### src/ssw_pkg.sv
// Package with constants and carrier types for the servo status word flags block
package ssw_pkg;
   // ----------------------------------------
   // Register map
   // ----------------------------------------
   localparam logic [7:0] MOTION_STATUS_FLAGS_REG = 8'h03;
   localparam int STATUS_WIDTH = 16;
   localparam int MASK_WIDTH = 15;
   localparam logic [15:0] STATUS_RESET = 16'h0000;
   localparam logic [14:0] MASK_RESET = 15'h0000;

   // ----------------------------------------
   // Bit positions
   // ----------------------------------------
   localparam int BIT_RESERVED = 15;
   localparam int BIT_LOW_VOLT = 14;
   localparam int BIT_OVER_VOLT = 13;
   localparam int BIT_WAIT_DONE = 12;
   localparam int BIT_INPUT_FOUND = 11;
   localparam int BIT_HALT_SEEN = 10;
   localparam int BIT_HOLD_ERR = 9;
   localparam int BIT_MOVE_ERR = 8;
   localparam int BIT_TEMP_OK = 7;
   localparam int BIT_IO3 = 6;
   localparam int BIT_IO2 = 5;
   localparam int BIT_IO1 = 4;
   localparam int BIT_CALC_NEG = 3;
   localparam int BIT_CALC_POS = 2;
   localparam int BIT_CALC_ZERO = 1;
   localparam int BIT_INDEX = 0;
   localparam int POLL_MASK_BIT = 6;

   // Latched bit set: 14..8 and 0
   localparam logic [15:0] LATCHED_BITS = 16'h7f01;

   // Decimal answer: five BCD digits cover 0..65535
   localparam int BCD_DIGITS = 5;

   // ----------------------------------------
   // Carrier types
   // ----------------------------------------
   // Hardware event pulses from the motion core
   typedef struct packed {
      logic low_volt;
      logic over_volt;
      logic wait_done;
      logic input_found;
      logic halt_seen;
      logic hold_err;
      logic move_err;
      logic index_found;
   } ssw_events_t;

   // Live conditions from the motion core
   typedef struct packed {
      logic over_temp;
      logic [2:0] io_line;
      logic calc_neg;
      logic calc_pos;
      logic calc_zero;
   } ssw_live_t;

   // Host command strobes
   typedef struct packed {
      logic read_status_cmd;
      logic clear_latched_status_cmd;
      logic status_check_mask_cmd;
   } ssw_cmd_t;
endpackage

### src/ssw_bcd_conv.sv
// Binary to decimal converter for the status word answer
`timescale 1ns/1ps
module ssw_bcd_conv #(
   parameter int WIDTH = 16,
   parameter int DIGITS = 5
) (
   // Clock and reset
   input wire logic ref_clk,
   input wire logic rst_n,
   // Request
   input wire logic start,
   input wire logic [WIDTH-1:0] value,
   // Answer
   output logic busy,
   output logic done,
   output logic [4*DIGITS-1:0] bcd
);
   // Elaboration check: digits must hold the full binary range
   if (DIGITS * 10 < WIDTH * 3) begin : g_bad
      $error("ssw_bcd_conv: too few digits");
   end

   logic [WIDTH-1:0] shreg;
   logic [4*DIGITS-1:0] acc;
   logic [4*DIGITS-1:0] adj;
   logic [$clog2(WIDTH+1)-1:0] cnt;

   // Add three to every digit above four
   always_comb begin
      for (int d = 0; d < DIGITS; d++) begin
         adj[4*d +: 4] = (acc[4*d +: 4] > 4'h4) ? acc[4*d +: 4] + 4'h3 : acc[4*d +: 4];
      end
   end

   // Shift-and-add sequencer, one bit a cycle
   always_ff @(posedge ref_clk or negedge rst_n) begin
      if (!rst_n) begin
         shreg <= '0;
         acc <= '0;
         cnt <= '0;
         busy <= 1'b0;
         done <= 1'b0;
         bcd <= '0;
      end else begin
         done <= 1'b0;
         if (start && !busy) begin
            shreg <= value;
            acc <= '0;
            cnt <= ($clog2(WIDTH+1))'(WIDTH);
            busy <= 1'b1;
         end else if (busy) begin
            acc <= {adj[4*DIGITS-2:0], shreg[WIDTH-1]};
            shreg <= {shreg[WIDTH-2:0], 1'b0};
            cnt <= cnt - 1'b1;
            if (cnt == 1) begin
               busy <= 1'b0;
               done <= 1'b1;
               bcd <= {adj[4*DIGITS-2:0], shreg[WIDTH-1]};
            end
         end
      end
   end
endmodule // ssw_bcd_conv

### src/ssw_status_word.sv
// Servo internal status word with latched flags, condition mask and poll bit
`timescale 1ns/1ps

// Operation
// Status word is upper half of register 3
// Bit 14 latches on low voltage error
// Bit 13 latches on over voltage error
// Bit 12 latches on wait delay expiry
// Bit 11 latches input stop, clears next move
// Bit 10 latches on halt motion command
// Bit 9 latches holding error limit exceeded
// Bit 8 latches moving error limit exceeded
// Bit 7 live temperature good indication
// Bits 6..4 show live I/O lines 3..1
// Bits 3..1 live negative, positive, zero result
// Bit 0 latches on encoder index found
// Clear command resets all latched bits together
// Live bits present; latched since last clear
// Read command answers word in decimal
// Fifteen-entry mask, host toggles each enable
// Poll bit 6 is OR of enabled conditions
// Motion stop conditions taken from word bits
// Bit 15 reads zero, no mask entry
module ssw_status_word #(
   parameter int STATUS_W = ssw_pkg::STATUS_WIDTH,
   parameter int MASK_W = ssw_pkg::MASK_WIDTH
) (
   // Clock and reset
   input wire logic ref_clk,
   input wire logic rst_n,
   // Event pulses and live conditions from the motion core
   input wire ssw_pkg::ssw_events_t events,
   input wire ssw_pkg::ssw_live_t live,
   input wire logic move_start,
   input wire logic holding_state,
   input wire logic moving_state,
   // Host command strobes and mask toggle selector
   input wire ssw_pkg::ssw_cmd_t cmd,
   input wire logic [14:0] mask_toggle,
   // Program data register port
   input wire logic [7:0] reg_addr,
   output logic [31:0] reg_rdata,
   // Stop condition select for motion commands
   input wire logic [15:0] stop_select,
   output logic stop_hit,
   // Host answers
   output logic [15:0] status_word,
   output logic [14:0] check_mask,
   output logic poll_status_bit,
   output logic answer_valid,
   output logic [19:0] answer_decimal
);
   // ----------------------------------------
   // Elaboration checks
   // ----------------------------------------
   if (STATUS_W != 16 || MASK_W != 15) begin : g_bad
      $error("ssw_status_word: only a 16-bit word with 15 mask entries is served");
   end

   // ----------------------------------------
   // Pin synchronisers
   // ----------------------------------------
   // The I/O lines and the temperature sensor are asynchronous pins
   logic [3:0] pin_meta;
   logic [3:0] pin_sync;

   always_ff @(posedge ref_clk or negedge rst_n) begin
      if (!rst_n) begin
         pin_meta <= 4'h7;
         pin_sync <= 4'h7;
      end else begin
         pin_meta <= {live.over_temp, live.io_line};
         pin_sync <= pin_meta;
      end
   end

   wire sync_over_temp = pin_sync[3];
   wire [2:0] sync_io = pin_sync[2:0];

   // ----------------------------------------
   // Latched flags
   // ----------------------------------------
   logic [15:0] latched;
   logic [15:0] set_vec;
   logic [15:0] next_latched;

   // Event qualification; the holding and moving error bits depend on control state
   always_comb begin
      set_vec = '0;
      set_vec[ssw_pkg::BIT_LOW_VOLT] = events.low_volt;
      set_vec[ssw_pkg::BIT_OVER_VOLT] = events.over_volt;
      set_vec[ssw_pkg::BIT_WAIT_DONE] = events.wait_done;
      set_vec[ssw_pkg::BIT_INPUT_FOUND] = events.input_found;
      set_vec[ssw_pkg::BIT_HALT_SEEN] = events.halt_seen;
      set_vec[ssw_pkg::BIT_HOLD_ERR] = events.hold_err & holding_state;
      set_vec[ssw_pkg::BIT_MOVE_ERR] = events.move_err & moving_state;
      set_vec[ssw_pkg::BIT_INDEX] = events.index_found;
   end

   // Clear terms: the clear command hits all latched bits, a move start bit 11
   wire [15:0] clr_vec = ({16{cmd.clear_latched_status_cmd}} & ssw_pkg::LATCHED_BITS)
      | (move_start ? (16'h0001 << ssw_pkg::BIT_INPUT_FOUND) : 16'h0000);

   // Set wins over clear; only latched positions are kept
   always_comb begin
      next_latched = ((latched & ~clr_vec) | set_vec) & ssw_pkg::LATCHED_BITS;
   end

   always_ff @(posedge ref_clk or negedge rst_n) begin
      if (!rst_n) begin
         latched <= ssw_pkg::STATUS_RESET;
      end else begin
         latched <= next_latched;
      end
   end

   // ----------------------------------------
   // Assembled word
   // ----------------------------------------
   logic [15:0] live_vec;

   // Live bits follow present conditions
   always_comb begin
      live_vec = '0;
      live_vec[ssw_pkg::BIT_TEMP_OK] = ~sync_over_temp;
      live_vec[ssw_pkg::BIT_IO3] = sync_io[2];
      live_vec[ssw_pkg::BIT_IO2] = sync_io[1];
      live_vec[ssw_pkg::BIT_IO1] = sync_io[0];
      live_vec[ssw_pkg::BIT_CALC_NEG] = live.calc_neg;
      live_vec[ssw_pkg::BIT_CALC_POS] = live.calc_pos;
      live_vec[ssw_pkg::BIT_CALC_ZERO] = live.calc_zero;
   end

   // Reserved bit forced low
   wire [15:0] word_now = (latched | live_vec) & ~(16'h0001 << ssw_pkg::BIT_RESERVED);

   // ----------------------------------------
   // Condition mask and poll bit
   // ----------------------------------------
   logic [14:0] mask;
   wire [14:0] next_mask = mask ^ mask_toggle;
   wire poll_now = |(word_now[14:0] & mask);

   always_ff @(posedge ref_clk or negedge rst_n) begin
      if (!rst_n) begin
         mask <= ssw_pkg::MASK_RESET;
      end else if (cmd.status_check_mask_cmd) begin
         mask <= next_mask;
      end
   end

   // ----------------------------------------
   // Register and stop outputs
   // ----------------------------------------
   wire reg_hit = (reg_addr == ssw_pkg::MOTION_STATUS_FLAGS_REG);
   wire stop_now = |(word_now & stop_select);

   // Registered outputs
   always_ff @(posedge ref_clk or negedge rst_n) begin
      if (!rst_n) begin
         status_word <= ssw_pkg::STATUS_RESET;
         check_mask <= ssw_pkg::MASK_RESET;
         poll_status_bit <= 1'b0;
         reg_rdata <= '0;
         stop_hit <= 1'b0;
      end else begin
         status_word <= word_now;
         check_mask <= mask;
         poll_status_bit <= poll_now;
         reg_rdata <= reg_hit ? {word_now, 16'h0000} : 32'h0000_0000;
         stop_hit <= stop_now;
      end
   end

   // ----------------------------------------
   // Decimal answer to the read command
   // ----------------------------------------
   logic conv_done;
   logic [19:0] conv_bcd;

   ssw_bcd_conv #(
      .WIDTH(16),
      .DIGITS(ssw_pkg::BCD_DIGITS)
   ) u_bcd (
      .ref_clk(ref_clk),
      .rst_n(rst_n),
      .start(cmd.read_status_cmd),
      .value(word_now),
      .busy(),
      .done(conv_done),
      .bcd(conv_bcd)
   );

   // Answer held until the next answer
   always_ff @(posedge ref_clk or negedge rst_n) begin
      if (!rst_n) begin
         answer_valid <= 1'b0;
         answer_decimal <= '0;
      end else begin
         answer_valid <= conv_done;
         if (conv_done) begin
            answer_decimal <= conv_bcd;
         end
      end
   end
endmodule // ssw_status_word

### config.mk
export PLATFORM = sky130hd
export DESIGN_NAME = ssw_status_word
export DESIGN_NICKNAME = d
export VERILOG_FILES = /design/src/ssw_pkg.sv /design/src/ssw_bcd_conv.sv /design/src/ssw_status_word.sv
export SDC_FILE = /design/constraint.sdc
export NUM_CORES = 1
export LEC_CHECK = 0
export ABC_AREA = 0
export BUFFER_PORTS_ARGS = -buffer_cell sky130_fd_sc_hd__buf_4
export CORE_MARGIN = 10
export CORE_UTILIZATION = 43
export CTS_BUF_LIST = sky130_fd_sc_hd__clkbuf_8 sky130_fd_sc_hd__clkbuf_16
export CTS_CLUSTER_DIAMETER = 30
export CTS_CLUSTER_SIZE = 28
export DETAILED_ROUTE_END_ITERATION = 16
export PLACE_DENSITY = 0.66
export SETUP_SLACK_MARGIN = 0.4
export SKIP_LAST_GASP = 1
export SYNTH_ARGS = -nofsm -noshare
export SYNTH_HDL_FRONTEND = slang
export SYNTH_HIERARCHICAL = 1
export SYNTH_SLANG_ARGS = --single-unit
### constraint.sdc
create_clock -name ref_clk -period 1.63 [get_ports ref_clk]
set_clock_uncertainty 0.05 [all_clocks]
set_input_delay 0.326 -clock ref_clk [delete_from_list [all_inputs] [get_ports ref_clk]]
set_output_delay 0.326 -clock ref_clk [all_outputs]
set_load 0.01 [all_outputs]
==> results.sh <==
export IMPL_die_h_um=143
export IMPL_synth_fa_ha_area_share_pct=2.31
export IMPL_drv_cap=0
export IMPL_synth_top_flop_cell="dfrtp_1"
export IMPL_synth_simple_gate_area_share_pct=8.73
export IMPL_worstSetupPathType="flop to flop"
export IMPL_synth_top_family_by_area="compound AO/OA/AOI/OAI gates"
export IMPL_ant_nets=0
export IMPL_synth_async_sr_flop_share_pct=100
export IMPL_critPathCaptureType="flop"
export IMPL_status="finished clean"
export IMPL_layout_common_cells="dfrtp_1 (152), buf_4 (103), buf_6 (78)"
export IMPL_hold_viol=0
export IMPL_grt_pass1_wl_um=27000
export IMPL_drive_gt1_share_pct=43.5
export IMPL_drt_total_wl_um=17400
export IMPL_post_synth_top_area_fraction_pct=60.0
export IMPL_place_gp_congestion=0.833
export IMPL_synth_seq_cells=162
export IMPL_clkTransAtPathRegs_ns=0.07
export IMPL_grt_use_met2_pct=27.5
export IMPL_crit_path_start_kind="flop"
export IMPL_final_nets=795
export IMPL_clk_path_buf_depth=2
export IMPL_firstDrtPassIters=7
export IMPL_synth_area_per_cell_um2=12.3
export IMPL_h_tree_depth=4
export IMPL_slew_violations=0
export IMPL_synth_xor_area_share_pct=2.42
export IMPL_pwr_density_cell_nw_per_um2=1880
export IMPL_worst_path_max_fanout=6
export IMPL_fmax_ghz=0.650
export IMPL_track_usage_pct=16.8
export IMPL_area_growth_pct=48.0
export IMPL_cts_root_buf="clkbuf_16"
export IMPL_setup_violations=0
export IMPL_antenna_cells=0
export IMPL_post_route_period_util_pct=94.3
export IMPL_dp_cells=843
export IMPL_drc=0
export IMPL_overflow=0
export IMPL_hpwl_um=11400
export IMPL_r2r_cells=6
export IMPL_rows=44
export IMPL_dr_total_vias=4781
export IMPL_start_util_pct=44.3
export IMPL_clock_sinks=162
export IMPL_synthesis_instances=530
export IMPL_yosysUniqueCellTypes=42
export IMPL_peakVddDrop_mv=1.08
export IMPL_yosys_area_top_type="dfrtp_1"
export IMPL_cts_tree="built"
export IMPL_rrSetupSlack_ns=0.09
export IMPL_grt_max_degree=52
export IMPL_io_buffers=128
export IMPL_dpl_cell_area_um2=7790
export IMPL_design_area_um2=9630
export IMPL_total_power_uw=18200
export IMPL_grt_pass1_vias=5118
export IMPL_die_area_um2=20500
export IMPL_whs_path_depth=2
export IMPL_finalSetupTns_ns=0
export IMPL_period_minus_slack_ns=1.54
export IMPL_crit_required_ns=1.89
export IMPL_drtIter0Drc=317
export IMPL_hold_path_class="primary input to flop"
export IMPL_mappedNetlistArea_um2=6510
export IMPL_p_leak_uw=0.00449
export IMPL_ys_seq_area_share_pct=62.4
export IMPL_ys_warn_count=6
export IMPL_use_met1_pct=20.5
export IMPL_fillers=1079
export IMPL_synth_edf_count=0
export IMPL_routed_via_density=5.21
export IMPL_core_area_um2=14700
export IMPL_synth_area_top_cells="dfrtp_1 (60%), mux2_1 (3.5%), o21ai_0 (3.4%)"
export IMPL_busiest_layer="met2"
export IMPL_arrival_ns=1.80
export IMPL_synth_mux_area_share_pct=7.09
export IMPL_avgRoutedWirePerCell_um=19.0
export IMPL_cts_buffers=17
export IMPL_layout_cells_most_common="dfrtp_1"
export IMPL_instances_no_fill=918
export IMPL_fp_dieW_um=143
export IMPL_clock_latency_ns=0.42
export IMPL_met3_usage_pct=4.91
export IMPL_rsz0062_at_grt="true"
export IMPL_synth_compound_area_share_pct=12.1
export IMPL_grt_antenna_before_repair=0
export IMPL_num_io_pins=148
final cells by class:
type / instances / area [um2] / share of cell area, %
well taps: 184 / 230 / 2.39
multi-input cells: 324 / 2720 / 28.3
clock inverters: 14 / 248 / 2.57
repair buffers: 193 / 1830 / 19.0
clock buffers: 18 / 439 / 4.56
flip-flops and latches: 162 / 4070 / 42.2
inverters: 23 / 93.8 / 0.974
metal layers:
metal	wire length, um	up-vias
met5	0	-
met4	311	0
met3	1040	23
met2	9110	143
met1	6940	2420
li1	-	2195
synth_stat cells (4+ instances only):
library cell,number
inv_1,21
a21oi_1,10
o21ai_0,44
o21a_1,11
xnor2_1,18
dfrtp_1,156
nand2_1,47
a22o_1,5
or3_1,5
buf_4,18
o22ai_1,4
a22oi_1,11
dfstp_2,6
ha_1,12
nor2_1,13
and2_1,15
mux2_1,20
o31ai_1,22
mux2_2,5
mux2i_1,18
nor3_1,11
a31oi_1,4
a21o_1,6
nor2b_1,9
buf_2,4
clkbuf_1,15
cells by family after synthesis:
kind of cell    Yosys count
compound gates          122
flops                   162
buf+inv                  62
other cells               1
xor+xnor                 18
fa+ha+maj                12
simple gates            110
mux                      43
repair_timing:
item | CTS | global route
setup buffers | 26 | 12
cloned | 0 | 0
hold buffers | 5 | 0
hold endpoints to repair | 26 | 0
pin swaps | 19 | 24
resized for setup | 140 | 69
setup endpoints to repair | 130 | 131
through the flow:
step | hold slack (ns) | utilization [%] | setup WS (ns)
final | 0.0241 | 65.5 | 0.0922
after global routing | 0.00988 | 65.5 | 0.0545
after CTS | 0.00666 | 62.9 | 0.122
after detailed placement | 0.168 | 53.0 | -0.0549
after global placement | 0.169 | 53.0 | -0.0155
after floorplan | -0.0196 | - | 0.107
critical path, stage by stage, from the launching register on:
cell and delay [ns]:
dfrtp_1 0.40, inv_2 0.09, ha_4 0.13, and4bb_4 0.28
nand2_8 0.10, inv_6 0.08, mux2_4 0.29
power breakdown:
part / leakage [uW] / internal, uW / switching (uW)
Clock: 0.000339 / 2940 / 1650
Sequential: 0.00199 / 5360 / 1190
Combinational: 0.00215 / 3760 / 3240
worst paths after layout:
| path | to | startpoint |
|---|---|---|
| setup reg to reg | u_bcd/bcd[4] | u_bcd/cnt[1] |
| hold reg to reg | pin_sync[2] | pin_meta[2] |
| setup / recovery | u_bcd/bcd[4] | u_bcd/cnt[1] |
| min in group asynchronous | answer_decimal[7] | rst_n |
| hold / removal | latched[10] | events[3] |
| max in group asynchronous | latched[14] | rst_n |
registers in the layout, summed over array words and instances, names as in the netlist, 5 cells and up:
signal / flops
latched: 8
status_word: 15
reg_rdata: 15
mask: 15
answer_decimal: 20
u_bcd/acc: 20
u_bcd/cnt: 5
u_bcd/shreg: 16
check_mask: 15
u_bcd/bcd: 20
(Power assumes the default switching activity.)
